[src/pkg/cmd_irq_pkg.sv]
// constants and carriers for the command and interrupt register group
// assumes one system clock and an 8-bit register port
package cmd_irq_pkg;
  localparam int ADDR_W = 6;
  localparam int DATA_W = 8;
  localparam logic [5:0] OFS_RESERVED = 6'h00;
  localparam logic [5:0] OFS_COMMAND = 6'h01;
  localparam logic [5:0] OFS_MAIN_EN = 6'h02;
  localparam logic [5:0] OFS_AUX_EN = 6'h03;
  localparam logic [5:0] OFS_MAIN_REQ = 6'h04;
  localparam logic [5:0] OFS_AUX_REQ = 6'h05;
  localparam logic [7:0] RST_RESERVED = 8'h00;
  localparam logic [7:0] RST_COMMAND = 8'h20;
  localparam logic [7:0] RST_MAIN_EN = 8'h80;
  localparam logic [7:0] RST_AUX_EN = 8'h00;
  localparam logic [7:0] RST_MAIN_REQ = 8'h14;
  localparam logic [7:0] RST_AUX_REQ = 8'h00;
  localparam logic [7:0] ZERO8 = 8'h00;
  // command register fields
  localparam int CMD_RCV_OFF = 5;
  localparam int CMD_SLEEP = 4;
  localparam int CMD_CODE_HI = 3;
  // enable and request field positions
  localparam int MARK_SET = 7;
  localparam int EN_INVERT = 7;
  localparam int EN_DRIVE = 7;
  localparam int REQ_TX = 6;
  localparam int REQ_RX = 5;
  localparam int REQ_IDLE = 4;
  localparam int REQ_HI = 3;
  localparam int REQ_LO = 2;
  localparam int REQ_ERR = 1;
  localparam int REQ_TIMER = 0;
  localparam int AUX_CARD = 4;
  localparam int AUX_CSUM = 2;
  localparam logic [7:0] AUX_IMPL = 8'h14;
  localparam logic [6:0] MAIN_REQ_MASK = 7'h7f;
  // command codes
  localparam logic [3:0] CODE_IDLE = 4'h0;
  localparam logic [3:0] CODE_CHECKSUM = 4'h3;
  localparam logic [3:0] CODE_RESTART = 4'hf;
  localparam logic [15:0] CODE_KNOWN = 16'hffff;

  typedef enum logic [2:0] {
    PWR_AWAKE = 3'b001,
    PWR_ASLEEP = 3'b010,
    PWR_WAKING = 3'b100
  } pwr_state_t;

  typedef struct packed {
    logic tx_last_bit_sent;
    logic rx_stream_end;
    logic fifo_has_data;
    logic rx_require_data;
    logic fifo_high_watermark;
    logic fifo_low_watermark;
    logic [7:0] error_flag_register;
    logic timer_count_zero;
    logic card_side_serial_input;
    logic checksum_data_done;
    logic command_finished;
    logic wake_ready;
  } event_in_t;

  typedef struct packed {
    logic receiver_analog_off;
    logic soft_sleep_request;
    logic [3:0] command_code;
    logic command_start;
  } core_ctrl_t;
endpackage

[src/logic/command_and_interrupt_regs.sv]
// command register, interrupt enables and requests, interrupt pin drive
// assumes events arrive synchronous to i_clk_sys from the command engine,
// fifo, receiver and timer; the pin wire is resolved outside
`timescale 1ns/1ps

// Functional notes
// - register zero reserved, reads zero
// - bit five switches receiver analog off
// - bit four sleeps; reads one while waking
// - sleep write ignored during restart command
// - code write starts; read shows running
// - enable bit seven inverts pin level
// - default invert plus open-drain floats pin
// - aux bit seven selects push-pull drive
// - main enables gate seven main requests
// - aux enables gate card, checksum requests
// - mark-and-set write sets or clears
// - requests set by hardware, cleared by software
// - transmit done sets bit six
// - receive end sets bit five, data option
// - command end or unknown sets idle
// - host idle write sets no idle request
// - watermark requests latch rising flags
// - any error flag sets error request
// - timer reaching zero sets timer request
// - card input edge sets aux request
// - checksum done sets aux request
module command_and_interrupt_regs (
  input wire logic i_clk_sys, // system clock
  input wire logic i_rst_n, // async reset, active low
  input wire logic [cmd_irq_pkg::ADDR_W-1:0] i_addr, // register address
  input wire logic [cmd_irq_pkg::DATA_W-1:0] i_wdata, // write data
  input wire logic i_wr, // write strobe
  input wire logic i_rd, // read strobe
  output logic [cmd_irq_pkg::DATA_W-1:0] o_rdata, // read data, next cycle
  input wire cmd_irq_pkg::event_in_t i_evt, // event inputs
  output cmd_irq_pkg::core_ctrl_t o_ctrl, // controls to the core
  input wire logic i_irq_in, // interrupt pin level seen
  output logic o_irq_out, // interrupt pin drive value
  output logic o_irq_oe_n // interrupt pin enable, low drives
);

  // reset lets go on a clock edge so every flop leaves it in the same cycle
  logic rst_meta_q;
  logic rst_sync_n;

  always_ff @(posedge i_clk_sys or negedge i_rst_n) begin
    if (!i_rst_n) begin
      rst_meta_q <= 1'b0;
      rst_sync_n <= 1'b0;
    end else begin
      rst_meta_q <= 1'b1;
      rst_sync_n <= rst_meta_q;
    end
  end

  logic wr_cmd;
  logic wr_men;
  logic wr_aen;
  logic wr_mreq;
  logic wr_areq;

  always_comb begin
    // unmapped offsets match nothing, so stray writes are dropped
    wr_cmd = i_wr && (i_addr == cmd_irq_pkg::OFS_COMMAND);
    wr_men = i_wr && (i_addr == cmd_irq_pkg::OFS_MAIN_EN);
    wr_aen = i_wr && (i_addr == cmd_irq_pkg::OFS_AUX_EN);
    wr_mreq = i_wr && (i_addr == cmd_irq_pkg::OFS_MAIN_REQ);
    wr_areq = i_wr && (i_addr == cmd_irq_pkg::OFS_AUX_REQ);
  end

  // command register state
  logic rcv_off_q;
  logic rcv_off_d;
  logic [3:0] code_q;
  logic [3:0] code_d;
  logic start_q;
  logic start_d;
  logic idle_evt;
  logic [3:0] wcode;
  cmd_irq_pkg::pwr_state_t pwr_q;
  cmd_irq_pkg::pwr_state_t pwr_d;
  logic sleep_bit;
  logic sleep_wr;

  always_comb begin
    wcode = i_wdata[cmd_irq_pkg::CMD_CODE_HI:0];
    rcv_off_d = rcv_off_q;
    code_d = code_q;
    start_d = 1'b0;
    idle_evt = 1'b0;
    // every command write rewrites the receiver bit with the rest
    // receiver switch
    if (wr_cmd) begin
      rcv_off_d = i_wdata[cmd_irq_pkg::CMD_RCV_OFF];
    end
    // a host write outranks a finish in the same cycle; the finish is dropped
    if (wr_cmd) begin
      // every code is known for now; the revert path covers retired codes
      // start the written code
      if (cmd_irq_pkg::CODE_KNOWN[wcode]) begin
        code_d = wcode;
        start_d = (wcode != cmd_irq_pkg::CODE_IDLE);
      end else begin
        code_d = cmd_irq_pkg::CODE_IDLE;
        idle_evt = 1'b1;
      end
    end else if (i_evt.command_finished &&
                 code_q != cmd_irq_pkg::CODE_IDLE) begin
      code_d = cmd_irq_pkg::CODE_IDLE;
      idle_evt = 1'b1;
    end
  end

  always_comb begin
    pwr_d = pwr_q;
    sleep_wr = wr_cmd && i_wdata[cmd_irq_pkg::CMD_SLEEP] &&
        (code_q != cmd_irq_pkg::CODE_RESTART);
    case (pwr_q)
      cmd_irq_pkg::PWR_AWAKE: begin
        if (sleep_wr) begin
          pwr_d = cmd_irq_pkg::PWR_ASLEEP;
        end
      end
      cmd_irq_pkg::PWR_ASLEEP: begin
        if (wr_cmd && !i_wdata[cmd_irq_pkg::CMD_SLEEP]) begin
          pwr_d = cmd_irq_pkg::PWR_WAKING;
        end
      end
      cmd_irq_pkg::PWR_WAKING: begin
        // a fresh sleep write beats wake-up
        if (sleep_wr) begin
          pwr_d = cmd_irq_pkg::PWR_ASLEEP;
        end else if (i_evt.wake_ready) begin
          pwr_d = cmd_irq_pkg::PWR_AWAKE;
        end
      end
      // an illegal one-hot code falls back to awake
      default: begin
        pwr_d = cmd_irq_pkg::PWR_AWAKE;
      end
    endcase
  end

  always_ff @(posedge i_clk_sys or negedge rst_sync_n) begin
    if (!rst_sync_n) begin
      rcv_off_q <= cmd_irq_pkg::RST_COMMAND[cmd_irq_pkg::CMD_RCV_OFF];
      code_q <= cmd_irq_pkg::RST_COMMAND[cmd_irq_pkg::CMD_CODE_HI:0];
      start_q <= 1'b0;
      pwr_q <= cmd_irq_pkg::PWR_AWAKE;
    end else begin
      rcv_off_q <= rcv_off_d;
      code_q <= code_d;
      start_q <= start_d;
      pwr_q <= pwr_d;
    end
  end

  // waking still reads as sleeping so software polls until the core is up
  // reads one until ready
  always_comb begin
    sleep_bit = (pwr_q != cmd_irq_pkg::PWR_AWAKE);
  end

  // event edge tracking
  logic hi_prev_q;
  logic lo_prev_q;
  logic card_prev_q;
  // the first live edge only loads the history, so a card input that idles
  // high does not fake an edge as reset lets go; a real edge then is lost
  logic armed_q;
  logic [6:0] main_evt;
  logic [7:0] aux_evt;

  always_ff @(posedge i_clk_sys or negedge rst_sync_n) begin
    if (!rst_sync_n) begin
      hi_prev_q <= 1'b0;
      lo_prev_q <= 1'b0;
      card_prev_q <= 1'b0;
      armed_q <= 1'b0;
    end else begin
      hi_prev_q <= i_evt.fifo_high_watermark;
      lo_prev_q <= i_evt.fifo_low_watermark;
      card_prev_q <= i_evt.card_side_serial_input;
      armed_q <= 1'b1;
    end
  end

  always_comb begin
    main_evt = '0;
    aux_evt = '0;
    main_evt[cmd_irq_pkg::REQ_TX] = i_evt.tx_last_bit_sent;
    main_evt[cmd_irq_pkg::REQ_RX] = i_evt.rx_stream_end &&
        (!i_evt.rx_require_data || i_evt.fifo_has_data);
    main_evt[cmd_irq_pkg::REQ_IDLE] = idle_evt;
    // a watermark already high as reset lets go counts as newly set
    // latch rising watermarks
    main_evt[cmd_irq_pkg::REQ_HI] = i_evt.fifo_high_watermark && !hi_prev_q;
    main_evt[cmd_irq_pkg::REQ_LO] = i_evt.fifo_low_watermark && !lo_prev_q;
    main_evt[cmd_irq_pkg::REQ_ERR] = |i_evt.error_flag_register;
    main_evt[cmd_irq_pkg::REQ_TIMER] = i_evt.timer_count_zero;
    aux_evt[cmd_irq_pkg::AUX_CARD] = armed_q &&
        (i_evt.card_side_serial_input ^ card_prev_q);
    aux_evt[cmd_irq_pkg::AUX_CSUM] = i_evt.checksum_data_done &&
        (code_q == cmd_irq_pkg::CODE_CHECKSUM);
  end

  // enables and requests
  logic [7:0] men_q;
  logic [7:0] men_d;
  logic [7:0] aen_q;
  logic [7:0] aen_d;
  logic [6:0] mreq_q;
  logic [6:0] mreq_d;
  logic [7:0] areq_q;
  logic [7:0] areq_d;

  always_comb begin
    // every main enable bit is plain storage, the invert bit included
    men_d = wr_men ? i_wdata : men_q;
    // reserved aux enable bits stay zero
    aen_d = aen_q;
    if (wr_aen) begin
      aen_d = i_wdata & (cmd_irq_pkg::AUX_IMPL |
          (8'h01 << cmd_irq_pkg::EN_DRIVE));
    end
    mreq_d = mreq_q;
    areq_d = areq_q;
    if (wr_mreq) begin
      if (i_wdata[cmd_irq_pkg::MARK_SET]) begin
        mreq_d = mreq_q | i_wdata[cmd_irq_pkg::REQ_TX:0];
      end else begin
        mreq_d = mreq_q & ~i_wdata[cmd_irq_pkg::REQ_TX:0];
      end
    end
    // only the card and checksum bits exist in the aux request register
    if (wr_areq) begin
      if (i_wdata[cmd_irq_pkg::MARK_SET]) begin
        areq_d = areq_q | (i_wdata & cmd_irq_pkg::AUX_IMPL);
      end else begin
        areq_d = areq_q & ~(i_wdata & cmd_irq_pkg::AUX_IMPL);
      end
    end
    // an event in the cycle of a clear must not be lost, so it is ORed last
    // hardware only sets; set wins
    mreq_d = (mreq_d | main_evt) & cmd_irq_pkg::MAIN_REQ_MASK;
    areq_d = (areq_d | aux_evt) & cmd_irq_pkg::AUX_IMPL;
  end

  always_ff @(posedge i_clk_sys or negedge rst_sync_n) begin
    if (!rst_sync_n) begin
      men_q <= cmd_irq_pkg::RST_MAIN_EN;
      aen_q <= cmd_irq_pkg::RST_AUX_EN;
      mreq_q <= cmd_irq_pkg::RST_MAIN_REQ[6:0];
      areq_q <= cmd_irq_pkg::RST_AUX_REQ;
    end else begin
      men_q <= men_d;
      aen_q <= aen_d;
      mreq_q <= mreq_d;
      areq_q <= areq_d;
    end
  end

  // interrupt pin
  logic irq_flag;
  logic main_hit;
  logic aux_hit;
  logic irq_level;
  logic irq_out_d;
  logic irq_oe_n_d;
  logic irq_out_q;
  logic irq_oe_n_q;

  always_comb begin
    main_hit = |(mreq_q & men_q[cmd_irq_pkg::REQ_TX:0]);
    aux_hit = |(areq_q & aen_q & cmd_irq_pkg::AUX_IMPL);
    irq_flag = main_hit || aux_hit;
    irq_level = men_q[cmd_irq_pkg::EN_INVERT] ? !irq_flag : irq_flag;
    if (aen_q[cmd_irq_pkg::EN_DRIVE]) begin
      irq_out_d = irq_level;
      irq_oe_n_d = 1'b0;
    end else begin
      irq_out_d = 1'b0;
      irq_oe_n_d = irq_level;
    end
  end

  // both pin outputs come from flops so value and enable switch together
  always_ff @(posedge i_clk_sys or negedge rst_sync_n) begin
    if (!rst_sync_n) begin
      irq_out_q <= 1'b0;
      irq_oe_n_q <= 1'b1;
    end else begin
      irq_out_q <= irq_out_d;
      irq_oe_n_q <= irq_oe_n_d;
    end
  end

  // read port
  logic [7:0] rdata_q;
  logic [7:0] rdata_d;

  always_comb begin
    // idle cycles read zero so a stale value never looks like an answer
    rdata_d = cmd_irq_pkg::ZERO8;
    if (i_rd) begin
      case (i_addr)
        cmd_irq_pkg::OFS_RESERVED: rdata_d = cmd_irq_pkg::RST_RESERVED;
        cmd_irq_pkg::OFS_COMMAND: begin
          rdata_d[cmd_irq_pkg::CMD_RCV_OFF] = rcv_off_q;
          rdata_d[cmd_irq_pkg::CMD_SLEEP] = sleep_bit;
          rdata_d[cmd_irq_pkg::CMD_CODE_HI:0] = code_q;
        end
        cmd_irq_pkg::OFS_MAIN_EN: rdata_d = men_q;
        cmd_irq_pkg::OFS_AUX_EN: rdata_d = aen_q;
        cmd_irq_pkg::OFS_MAIN_REQ: rdata_d = {1'b0, mreq_q};
        cmd_irq_pkg::OFS_AUX_REQ: rdata_d = areq_q;
        default: rdata_d = cmd_irq_pkg::ZERO8;
      endcase
    end
  end

  always_ff @(posedge i_clk_sys or negedge rst_sync_n) begin
    if (!rst_sync_n) begin
      rdata_q <= cmd_irq_pkg::ZERO8;
    end else begin
      rdata_q <= rdata_d;
    end
  end

  // pin readback is not needed; the flag drives the pin through the output flops
  logic unused_pin;

  always_comb begin
    unused_pin = i_irq_in;
  end

  always_comb begin
    o_rdata = rdata_q;
    o_irq_out = irq_out_q;
    o_irq_oe_n = irq_oe_n_q;
    o_ctrl.receiver_analog_off = rcv_off_q;
    // the core sees sleep only while asleep, not during wake-up
    o_ctrl.soft_sleep_request = (pwr_q == cmd_irq_pkg::PWR_ASLEEP);
    o_ctrl.command_code = code_q;
    // start pulses once; the engine keeps the code from command_code
    o_ctrl.command_start = start_q;
  end

endmodule // command_and_interrupt_regs

[config.mk]
export PLATFORM = sky130hd
export DESIGN_NAME = command_and_interrupt_regs
export DESIGN_NICKNAME = d
export VERILOG_FILES = /design/src/pkg/cmd_irq_pkg.sv /design/src/logic/command_and_interrupt_regs.sv
export SDC_FILE = /design/constraint.sdc
export NUM_CORES = 1
export LEC_CHECK = 0
export BUFFER_PORTS_ARGS = -buffer_cell sky130_fd_sc_hd__buf_2
export CAP_MARGIN = 15
export CORE_MARGIN = 2
export CORE_UTILIZATION = 55
export CTS_BUF_LIST = sky130_fd_sc_hd__clkbuf_8
export CTS_CLUSTER_SIZE = 16
export DETAILED_ROUTE_END_ITERATION = 10
export PLACE_DENSITY = 0.89
export RECOVER_POWER = 100
export SLEW_MARGIN = 20
export SYNTH_ARGS = -nofsm -noshare
export SYNTH_HDL_FRONTEND = slang
export SYNTH_SLANG_ARGS = --single-unit
[constraint.sdc]
create_clock -name i_clk_sys -period 1.6 [get_ports i_clk_sys]
set_input_delay 0.16 -clock i_clk_sys [delete_from_list [all_inputs] [get_ports i_clk_sys]]
set_output_delay 0.16 -clock i_clk_sys [all_outputs]
set_load 0.03 [all_outputs]
* Yosys cells after proc, flatten, opt, wreduce, memory -nomap -nowiden
Memory sizes are Yosys's and may differ from the RTL's. Cells that the tools add are included.
Storage, ports and cells: bits of input ports 38, memories 1, ROM bits 16, register bits 45, logic and storage cells 96
Cells by class: reduce and logical (&&, ||, !) cells 28, mux-type cells 24, bitwise operators 11, equal/unequal tests 14, order comparisons 1
Memory list:
- (no name shown) | depth 16, bits a word 1, read ports 1, clocked after memory_dff 0, write ports 0, RTL line command_and_interrupt_regs.sv:101 | if (cmd_irq_pkg::CODE_KNOWN[wcode]) begin
Operators by type and width (count):
- case mux 6 bit (5 select lines) | 1
- AND 7 bit | 2
- logical AND 1 bit | 14
- 2-to-1 mux 7 bit | 2
- bitwise OR 7 bit | 2
- == test 6 x 2 -> 1 bit (second input constant) | 2
- == test 6 x 3 -> 1 bit (second input constant) | 2
- 2-to-1 mux 3 bit | 4
- 2-to-1 mux 4 bit | 3
- AND 5 bit | 2
- 2-to-1 mux 5 bit | 2
- bitwise OR 5 bit | 2
- 2-to-1 mux 1 bit | 9
- case mux 3 bit (3 select lines) | 1
- 2-to-1 mux 8 bit | 1
- nonzero test 4 bit | 2
- OR reduction 8 bit | 1
- NOT 7 bit | 1
- OR reduction 7 bit | 1
- == test 6 x 1 -> 1 bit (second input constant) | 1
- case mux 2 bit (3 select lines) | 1
- zero test 1 bit | 5
- less-than comparator 4 x 5 -> 1 bit (second input constant) | 1
- NOT 5 bit | 1
- other kinds (14) | 15

* Longest topological paths before layout
Gate-level depths: netlist of the first run.
depth in word-level cells 6, mapped depth 6, depth with buffers taken out 4

* Least setup slack after synthesis of the first run
No wires, ideal clock.
kind reg-to-reg, from register men_q[6], to register irq_oe_n_q, in the netlist o_irq_oe_n, required time 1.518 ns, path slack 0.053 ns, cell stages (with the launch flop) 5, library setup time 0.082 ns, period minus slack after synthesis 1.547 ns, data arrival time 1.465 ns, cells stage by stage dfrtp_1 > a222oi_1 > nand3_1 > a221oi_1 > mux2_2
On the way: word-level cells in the longest chain between the ends 6
RTL lines:
- start, declared | RTL line command_and_interrupt_regs.sv:209 | logic [7:0] men_q;
- start signal, assigned | RTL line command_and_interrupt_regs.sv:252 | men_q <= cmd_irq_pkg::RST_MAIN_EN;
- start signal, assigned | RTL line command_and_interrupt_regs.sv:257 | men_q <= men_d;
- AND 7 bit (*) | RTL line command_and_interrupt_regs.sv:275 | main_hit = |(mreq_q & men_q[cmd_irq_pkg::REQ_TX:0]);
- OR reduction 7 bit (*) | RTL line command_and_interrupt_regs.sv:275
- logical OR 1 bit (*) | RTL line command_and_interrupt_regs.sv:277 | irq_flag = main_hit || aux_hit;
- zero test 1 bit | RTL line command_and_interrupt_regs.sv:278 | irq_level = men_q[cmd_irq_pkg::EN_INVERT] ? !irq_flag : irq_flag;
- 2-to-1 mux 1 bit (*) | RTL line command_and_interrupt_regs.sv:278
- 2-to-1 mux 1 bit (*) | RTL line command_and_interrupt_regs.sv:279 | if (aen_q[cmd_irq_pkg::EN_DRIVE]) begin
- named net irq_oe_n_d | RTL line command_and_interrupt_regs.sv:270 | logic irq_oe_n_d;
- end signal, assigned | RTL line command_and_interrupt_regs.sv:295 | irq_oe_n_q <= irq_oe_n_d;
- end, declared | RTL line command_and_interrupt_regs.sv:272 | logic irq_oe_n_q;
The timed path passes the listed nets; every way through them passes the cells marked *. A chain may end at the register's enable or synchronous reset.

* Worst setup path after layout of the first run
from register areq_q[4], to register irq_oe_n_q, in the netlist o_irq_oe_n
On the way: word-level cells in the longest chain between the ends 6
RTL lines:
- start, declared | RTL line command_and_interrupt_regs.sv:215 | logic [7:0] areq_q;
- start signal, assigned | RTL line command_and_interrupt_regs.sv:255 | areq_q <= cmd_irq_pkg::RST_AUX_REQ;
- start signal, assigned | RTL line command_and_interrupt_regs.sv:260 | areq_q <= areq_d;
- AND 5 bit (*) | RTL line command_and_interrupt_regs.sv:276 | aux_hit = |(areq_q & aen_q & cmd_irq_pkg::AUX_IMPL);
- OR reduction 2 bit (*) | RTL line command_and_interrupt_regs.sv:276
- logical OR 1 bit (*) | RTL line command_and_interrupt_regs.sv:277
- zero test 1 bit | RTL line command_and_interrupt_regs.sv:278
- 2-to-1 mux 1 bit (*) | RTL line command_and_interrupt_regs.sv:278
- 2-to-1 mux 1 bit (*) | RTL line command_and_interrupt_regs.sv:279
- named net irq_oe_n_d | RTL line command_and_interrupt_regs.sv:270
Marks and branches as above.

==> results by group, run 1 <==
STA
  • Highest clock rate: 621.6 MHz
  • Slew Limit Headroom: 0.5247
  • Skew final: 0.004715 ns
  • Final Critical Period: 1.609 ns
  • RSZ-0062 raised after global routing: yes
  • Final Hold Viols: 0
  • Final WS setup: -0.008633 ns
  • Final Cycle Share: 1.005
  • Endpoints failing setup: 1
  • Max-slew violations: 0
  • Worst-Margin Slew: 0.7129 ns

Cells and area
  • Final Cell Area: 0.002606 sq mm
  • Diodes inserted: 0
  • Fin util: 0.7013
  • Area Growth Syn to Fin: 20.82%
  • Fin nets: 291
  • Non-Filler Instances: 302
  • Layout cells sized above 1: 0.3110

Worst hold path
  • Hold path depth: 2
  • Hold WC Path Type: in -> reg

Power
  • VDD IR-drop max: 0.5653 mV
  • Tot Pwr: 0.002319 W
  • PwrDens: 889.8 mW/mm^2
  • Leakage dissipation: 1.159 nW

Route
  • WL/cell: 16.40 um
  • WL final: 4952 um
  • Antenna-violating nets left: 0
  • DR vias: 1768
  • Number of remaining DRC errors: 0
  • Detailed Route Iter0 Violations: 133
  • Drt via density: 5.854
  • TritonRoute pass-1 iters: 4

Synth
  • Post-synth cell types: 46
  • Gate Count Post-Synth: 182
  • Top-area cell type share of the netlist area: 0.4524
  • Top post-synthesis cells by area: dfrtp_1, mux2_2, dfstp_2, a22oi_1, mux2i_1
  • Ys flop type: dfrtp_1
  • Synth Cell Area: 0.002157 sq mm
  • EDFF count, synth: 0
  • Post-synth top cells: dfrtp_1, mux2_2, nand2_1
  • Area leader, netlist: dfrtp_1
  • Warnings, synthesis: 0
  • Synthesized area per cell: 11.85 sq um
  • Most common cell in the synthesized netlist: dfrtp_1
  • Register area share after synthesis: 0.5255
  • Synth Register Bits: 45
  • Synth async-reset ratio: 1.000

Placed design
  • Inst Count DP: 290
  • Dpl ws: -0.1147 ns
  • Dpl cell area: 0.002556 sq mm
  • Port Buffer Count: 53
  • Placer Congestion: 0.8627
  • DP Wirelength: 3660 um

Critical path
  • Critical Path Fanout Max: 3
  • Req. time, crit path: 1.83 ns
  • Crit path largest cell delay: 0.40 ns
  • Worst path cell trace: a222oi_1 > nand3_1 > a221oi_2 > buf_4 > mux2_4
  • Cell count along the critical path: 5
  • RR Endpoint: o_irq_oe_n
  • FF-to-FF Start: areq_q[4]
  • Slowest stage cell, crit path: dfrtp_1
  • Startpoint Class: register
  • Crit path from: areq_q[4]
  • Worst reg2reg path depth: 5
  • Critical path arrival: 1.84 ns
  • Crit Path Class: reg -> reg
  • Buf/Inv on CP: 1
  • R2R Setup Slk: -0.009 ns
  • Critical Path End Type: register
  • Critical Path Sink: o_irq_oe_n
  • Top Family by Delay on Critical Path: compound AO/OA/AOI/OAI gates

CTS
  • CTS tree: yes
  • CTS Buf Count: 5
  • Clock sink total: 45
  • Worst-path clk slew: 0.08 ns
  • Clock tree root buffer cell: clkbuf_8
  • Setup bufs post-CTS: 0
  • H-tree Lvls: 2
  • Clk_lat worst skew: 0.30 ns
  • CTS Buffer Depth: 2

GRT
  • Largest net degree at the start of global routing: 31
  • Global-route wire length before repair: 8418 um
  • Vias in the first global route: 1715
  • Total track usage: 0.2558
  • Initial antenna violation count: 0
  • GR Overflow Total: 0

Floorplanning
  • Chip Height: 66.63 um
  • # IOs: 55
  • Chip Width: 66.63 um
  • Die area: 0.004439 sq mm
  • # rows: 22
  • Core footprint: 0.003716 sq mm
  • Initial Util: 0.5805

Run status
  • Failing checks: setup timing
  • Status: finished with violations

Run
  • Max Cap Viol: 0
[per-layer routing]
metal	wire length (um)	vias up	track usage	part of all wire
met5	0	-	0	0
met4	48	0	0.06122	0.0097
met3	328	6	0.05405	0.066
met2	2410	75	0.4238	0.49
met1	2164	871	0.3436	0.44
li1	-	816	-	-
[flip-flops by register name, indices dropped and copies added (netlist names)]
register and count:
men_q 8, o_rdata 8, mreq_q 7, code_q 4, aen_q 3, pwr_q 3
areq_q 2, armed_q 1, card_prev_q 1, hi_prev_q 1, lo_prev_q 1, o_irq_oe_n 1
o_irq_out 1, rcv_off_q 1, rst_meta_q 1, rst_sync_n 1, start_q 1
[power breakdown]
| part | switching [W] | total (W) | internal [W] |
|---|---|---|---|
| logic | 0.000189 | 0.000382 | 0.000193 |
| registers | 0.0000628 | 0.00129 | 0.00123 |
| clock network | 0.000352 | 0.000643 | 0.000291 |
| total | 0.000603 | 0.00232 | 0.00172 |
[through the flow]
stage / setup TNS, ns / hold slack, ns
after floorplan: 0 / -0.1356
after global placement: -0.1742 / -0.05374
after detailed placement: -0.1703 / -0.05257
after CTS: -0.03695 / 0.06302
after global routing: -0.9640 / 0.06447
final: -0.008633 / 0.06390
[final cells by class]
cell class	count	area, sq um
multi-input cells	128	948.4
repair buffers	72	380.4
clock buffers	5	68.82
flip-flops and latches	45	1134
inverters	1	3.754
clock inverters	3	11.26
fillers	311	1110
well taps	48	60.06
[worst min-delay path by stage]
stage | end | slack (ns) | start
3_3_place_gp | rst_meta_q | -0.05 | i_rst_n
6_report | mreq_q[0] | 0.06 | i_evt[4]
5_1_grt | mreq_q[0] | 0.06 | i_evt[4]
2_1_floorplan | rst_meta_q | -0.14 | i_rst_n
3_5_place_dp | rst_meta_q | -0.05 | i_rst_n
4_1_cts | mreq_q[0] | 0.06 | i_evt[4]
[cell usage in the layout (no fill, tap or decap), types with 5 or more instances in the layout]
cell,count
dfrtp_1,39
buf_2,30
clkbuf_1,24
mux2_2,17
nand2_1,13
buf_4,12
a22oi_1,8
nand2b_1,8
nor2_1,7
o21ai_0,7
nand4_1,6
dfstp_2,6
mux2i_1,5
clkbuf_8,5
[kinds of logic after synthesis]
kind of cell              synth area share
muxes                               0.1172
other                             0.001738
DFF                                 0.5255
and+or+nand+nor                     0.1786
xor gates and xnor gates          0.004061
buffers and inverters              0.02784
AOI/OAI and AO/OA                   0.1450
[timing repair]
action | CTS | global route
endpoints found under the setup margin | 2 | 3
hold endpoints to repair | 5 | 0
gates resized for setup | 2 | 1
pin swaps | 2 | 0
hold buffers | 4 | 0
Note: power is estimated with default switching activity, not from simulation.
==> run 2: changes to the inputs <==
--- a/config.mk
+++ b/config.mk
@@ -7,12 +7,15 @@
 export LEC_CHECK = 0
 export BUFFER_PORTS_ARGS = -buffer_cell sky130_fd_sc_hd__buf_2
 export CAP_MARGIN = 15
+export CELL_PAD_IN_SITES_DETAIL_PLACEMENT = 1
+export CELL_PAD_IN_SITES_GLOBAL_PLACEMENT = 1
 export CORE_MARGIN = 2
-export CORE_UTILIZATION = 55
+export CORE_UTILIZATION = 36
 export CTS_BUF_LIST = sky130_fd_sc_hd__clkbuf_8
 export CTS_CLUSTER_SIZE = 16
 export DETAILED_ROUTE_END_ITERATION = 10
-export PLACE_DENSITY = 0.89
+export MAX_ROUTING_LAYER = met4
+export PLACE_DENSITY = 0.78
 export RECOVER_POWER = 100
 export SLEW_MARGIN = 20
 export SYNTH_ARGS = -nofsm -noshare
==> results by group, run 2 (synthesis gave the netlist of run 1 again) <==
Floorplanning
  • Die area: 0.006627 sq mm (+49%)
  • # rows: 28 (+27%)
  • Core footprint: 0.005851 sq mm (+57%)
  • Chip Width: 81.41 um (+22%)
  • Initial Util: 0.3687 (-0.2118)
  • Chip Height: 81.41 um (+22%)
  • # IOs: 55 (unchanged)

STA
  • Final WS setup: -0.07064 ns (-0.06201 ns)
  • Skew final: 0.008347 ns (+0.003632 ns)
  • Slew Limit Headroom: 0.2872 (-0.2375)
  • Final Cycle Share: 1.044 (+0.03875)
  • Endpoints failing setup: 2 (+1)
  • RSZ-0062 raised after global routing: yes
  • Hold_ws: 0.05361 ns (-0.01029 ns)
  • Final Critical Period: 1.671 ns (+0.06201 ns)
  • Max-slew violations: 0 (unchanged)
  • Final Hold Viols: 0 (unchanged)
  • Highest clock rate: 598.6 MHz (-3.7%)
  • Worst-Margin Slew: 1.069 ns (+0.3563 ns)

CTS
  • CTS Buf Count: 5 (unchanged)
  • Clk_lat worst skew: 0.31 ns (about the same)
  • CTS Buffer Depth: 2 (unchanged)
  • CTS tree: yes
  • H-tree Lvls: 2 (unchanged)
  • Setup bufs post-CTS: 0 (unchanged)
  • Worst-path clk slew: 0.09 ns (about the same)
  • Clock sink total: 45 (unchanged)
  • Clock tree root buffer cell: clkbuf_8

Placed design
  • DP Wirelength: 4318 um (+18%)
  • Dpl ws: -0.1264 ns (-0.01165 ns)
  • Port Buffer Count: 53 (unchanged)
  • Placer Congestion: 0.8533 (-1.1%)

Critical path
  • Crit path from: mreq_q[6]
  • Critical Path End Type: register
  • Req. time, crit path: 1.83 ns (about the same)
  • Startpoint Class: register
  • Worst reg2reg path depth: 5 (unchanged)
  • Critical path arrival: 1.90 ns (+0.06 ns)
  • FF-to-FF Start: mreq_q[6]
  • Critical Path Fanout Max: 2 (-1)
  • Crit Path Class: reg -> reg

Worst hold path
  • Hold_sp: i_evt[4]
  • Hold WC Path Type: in -> reg
  • Hold path depth: 2 (unchanged)

Cells and area
  • Fin util: 0.4671 (-0.2343)
  • Commonest non-fill, non-tap cells in the layout: dfrtp_1, buf_2, clkbuf_1
  • Commonest non-fill, non-tap cell in the layout: dfrtp_1
  • Fin nets: 299 (+2.7%)
  • Area Growth Syn to Fin: 26.68%
  • Layout cells sized above 1: 0.3397 (+0.02867)
  • Diodes inserted: 0 (unchanged)

GRT
  • Global-route wire length before repair: 9680 um (+15%)
  • Largest net degree at the start of global routing: 44 (+42%)
  • Vias in the first global route: 1892 (+10%)
  • Initial antenna violation count: 0 (unchanged)
  • Total track usage: 0.2020 (-0.05380)
  • GR Overflow Total: 0 (unchanged)

Route
  • Drt via density: 5.196 (-11%)
  • WL/cell: 17.39 um (+6.1%)
  • Detailed Route Iter0 Violations: 89 (-33%)
  • Number of remaining DRC errors: 0 (unchanged)
  • Antenna-violating nets left: 0 (unchanged)
  • TritonRoute pass-1 iters: 4 (unchanged)
  • WL final: 5862 um (+18%)
  • DR vias: 1751 (-0.96%)

Power
  • PwrDens: 942.2 mW/mm^2 (+5.9%)
  • VDD IR-drop max: 0.3985 mV (-30%)
  • Leakage dissipation: 1.211 nW (+4.5%)

Run status
  • Failing checks: setup timing
  • Status: finished with violations

Run
  • Max Cap Viol: 0 (unchanged)
==> run 2: changes by cell type in the layout (fill, tap and decap cells not counted), sizes merged <==
cell	before	now
inv	4	2
bufinv	0	1
buf	42	50
clkinv	0	1
==> run 2: area by class of cell <==
cell class	instances	area [sq um]
fillers	688	3118
inverters	1	3.754
clock inverters	3	42.54
repair buffers	80	445.4
multi-input cells	128	944.7
well taps	75	93.84
clock buffers	5	68.82
flip-flops and latches	45	1134
==> run 2: worst paths after layout <==
kind	end	slack, ns
max	o_irq_oe_n	-0.07
min reg2reg	rst_sync_n	0.36
min in group asynchronous	rst_sync_n	0.16
max reg2reg	o_irq_oe_n	-0.07
min	mreq_q[0]	0.05
max in group asynchronous	o_irq_out	0.42
==> run 2: timing repair <==
action / 4_1_cts / 5_1_grt
pin swaps: 2 / 0
gates resized for setup: 2 / 2
endpoints found under the hold margin: 5 / 0
hold buffers: 4 / 0
cloned: 0 / 0
setup endpoints to repair: 2 / 3
==> run 2: where the power goes <==
part	switching [W]	internal [W]	leakage (nW)	total (W)
Clock	0.000410	0.000463	0.0595	0.000873
Sequential	0.0000564	0.00123	0.555	0.00129
Combinational	0.000206	0.000209	0.596	0.000414
Total	0.000672	0.00190	1.21	0.00257
==> run 2: layer usage <==
layer / share of wire / wire length, um / track usage / vias to the layer above
li1: - / - / - / 833
met1: 0.44 / 2577 / 0.2481 / 868
met2: 0.51 / 2965 / 0.3402 / 45
met3: 0.044 / 257 / 0.03889 / 5
met4: 0.011 / 62 / 0.05424 / 0
met5: 0 / 0 / - / -
==> run 2: stage by stage <==
step | power [W] | setup TNS [ns] | cell area, sq um | instances
floorplan | 0.001517 | 0 | 2161 | 183
global placement | 0.001691 | -0.08160 | 2636 | 325
detailed placement | 0.001713 | -0.2428 | 2636 | 325
CTS | 0.002607 | -0.1331 | 2798 | 337
global route | 0.002689 | -0.7260 | 2733 | 337
finish | 0.002575 | -0.1137 | 2733 | 337
==> run 2: worst max-delay path, cell delays in order, from the launching register on <==
cell and delay (ns):
dfrtp_1 0.38, a222oi_1 0.39, nand3_1 0.15, a221oi_2 0.22
buf_4 0.17, mux2_4 0.29
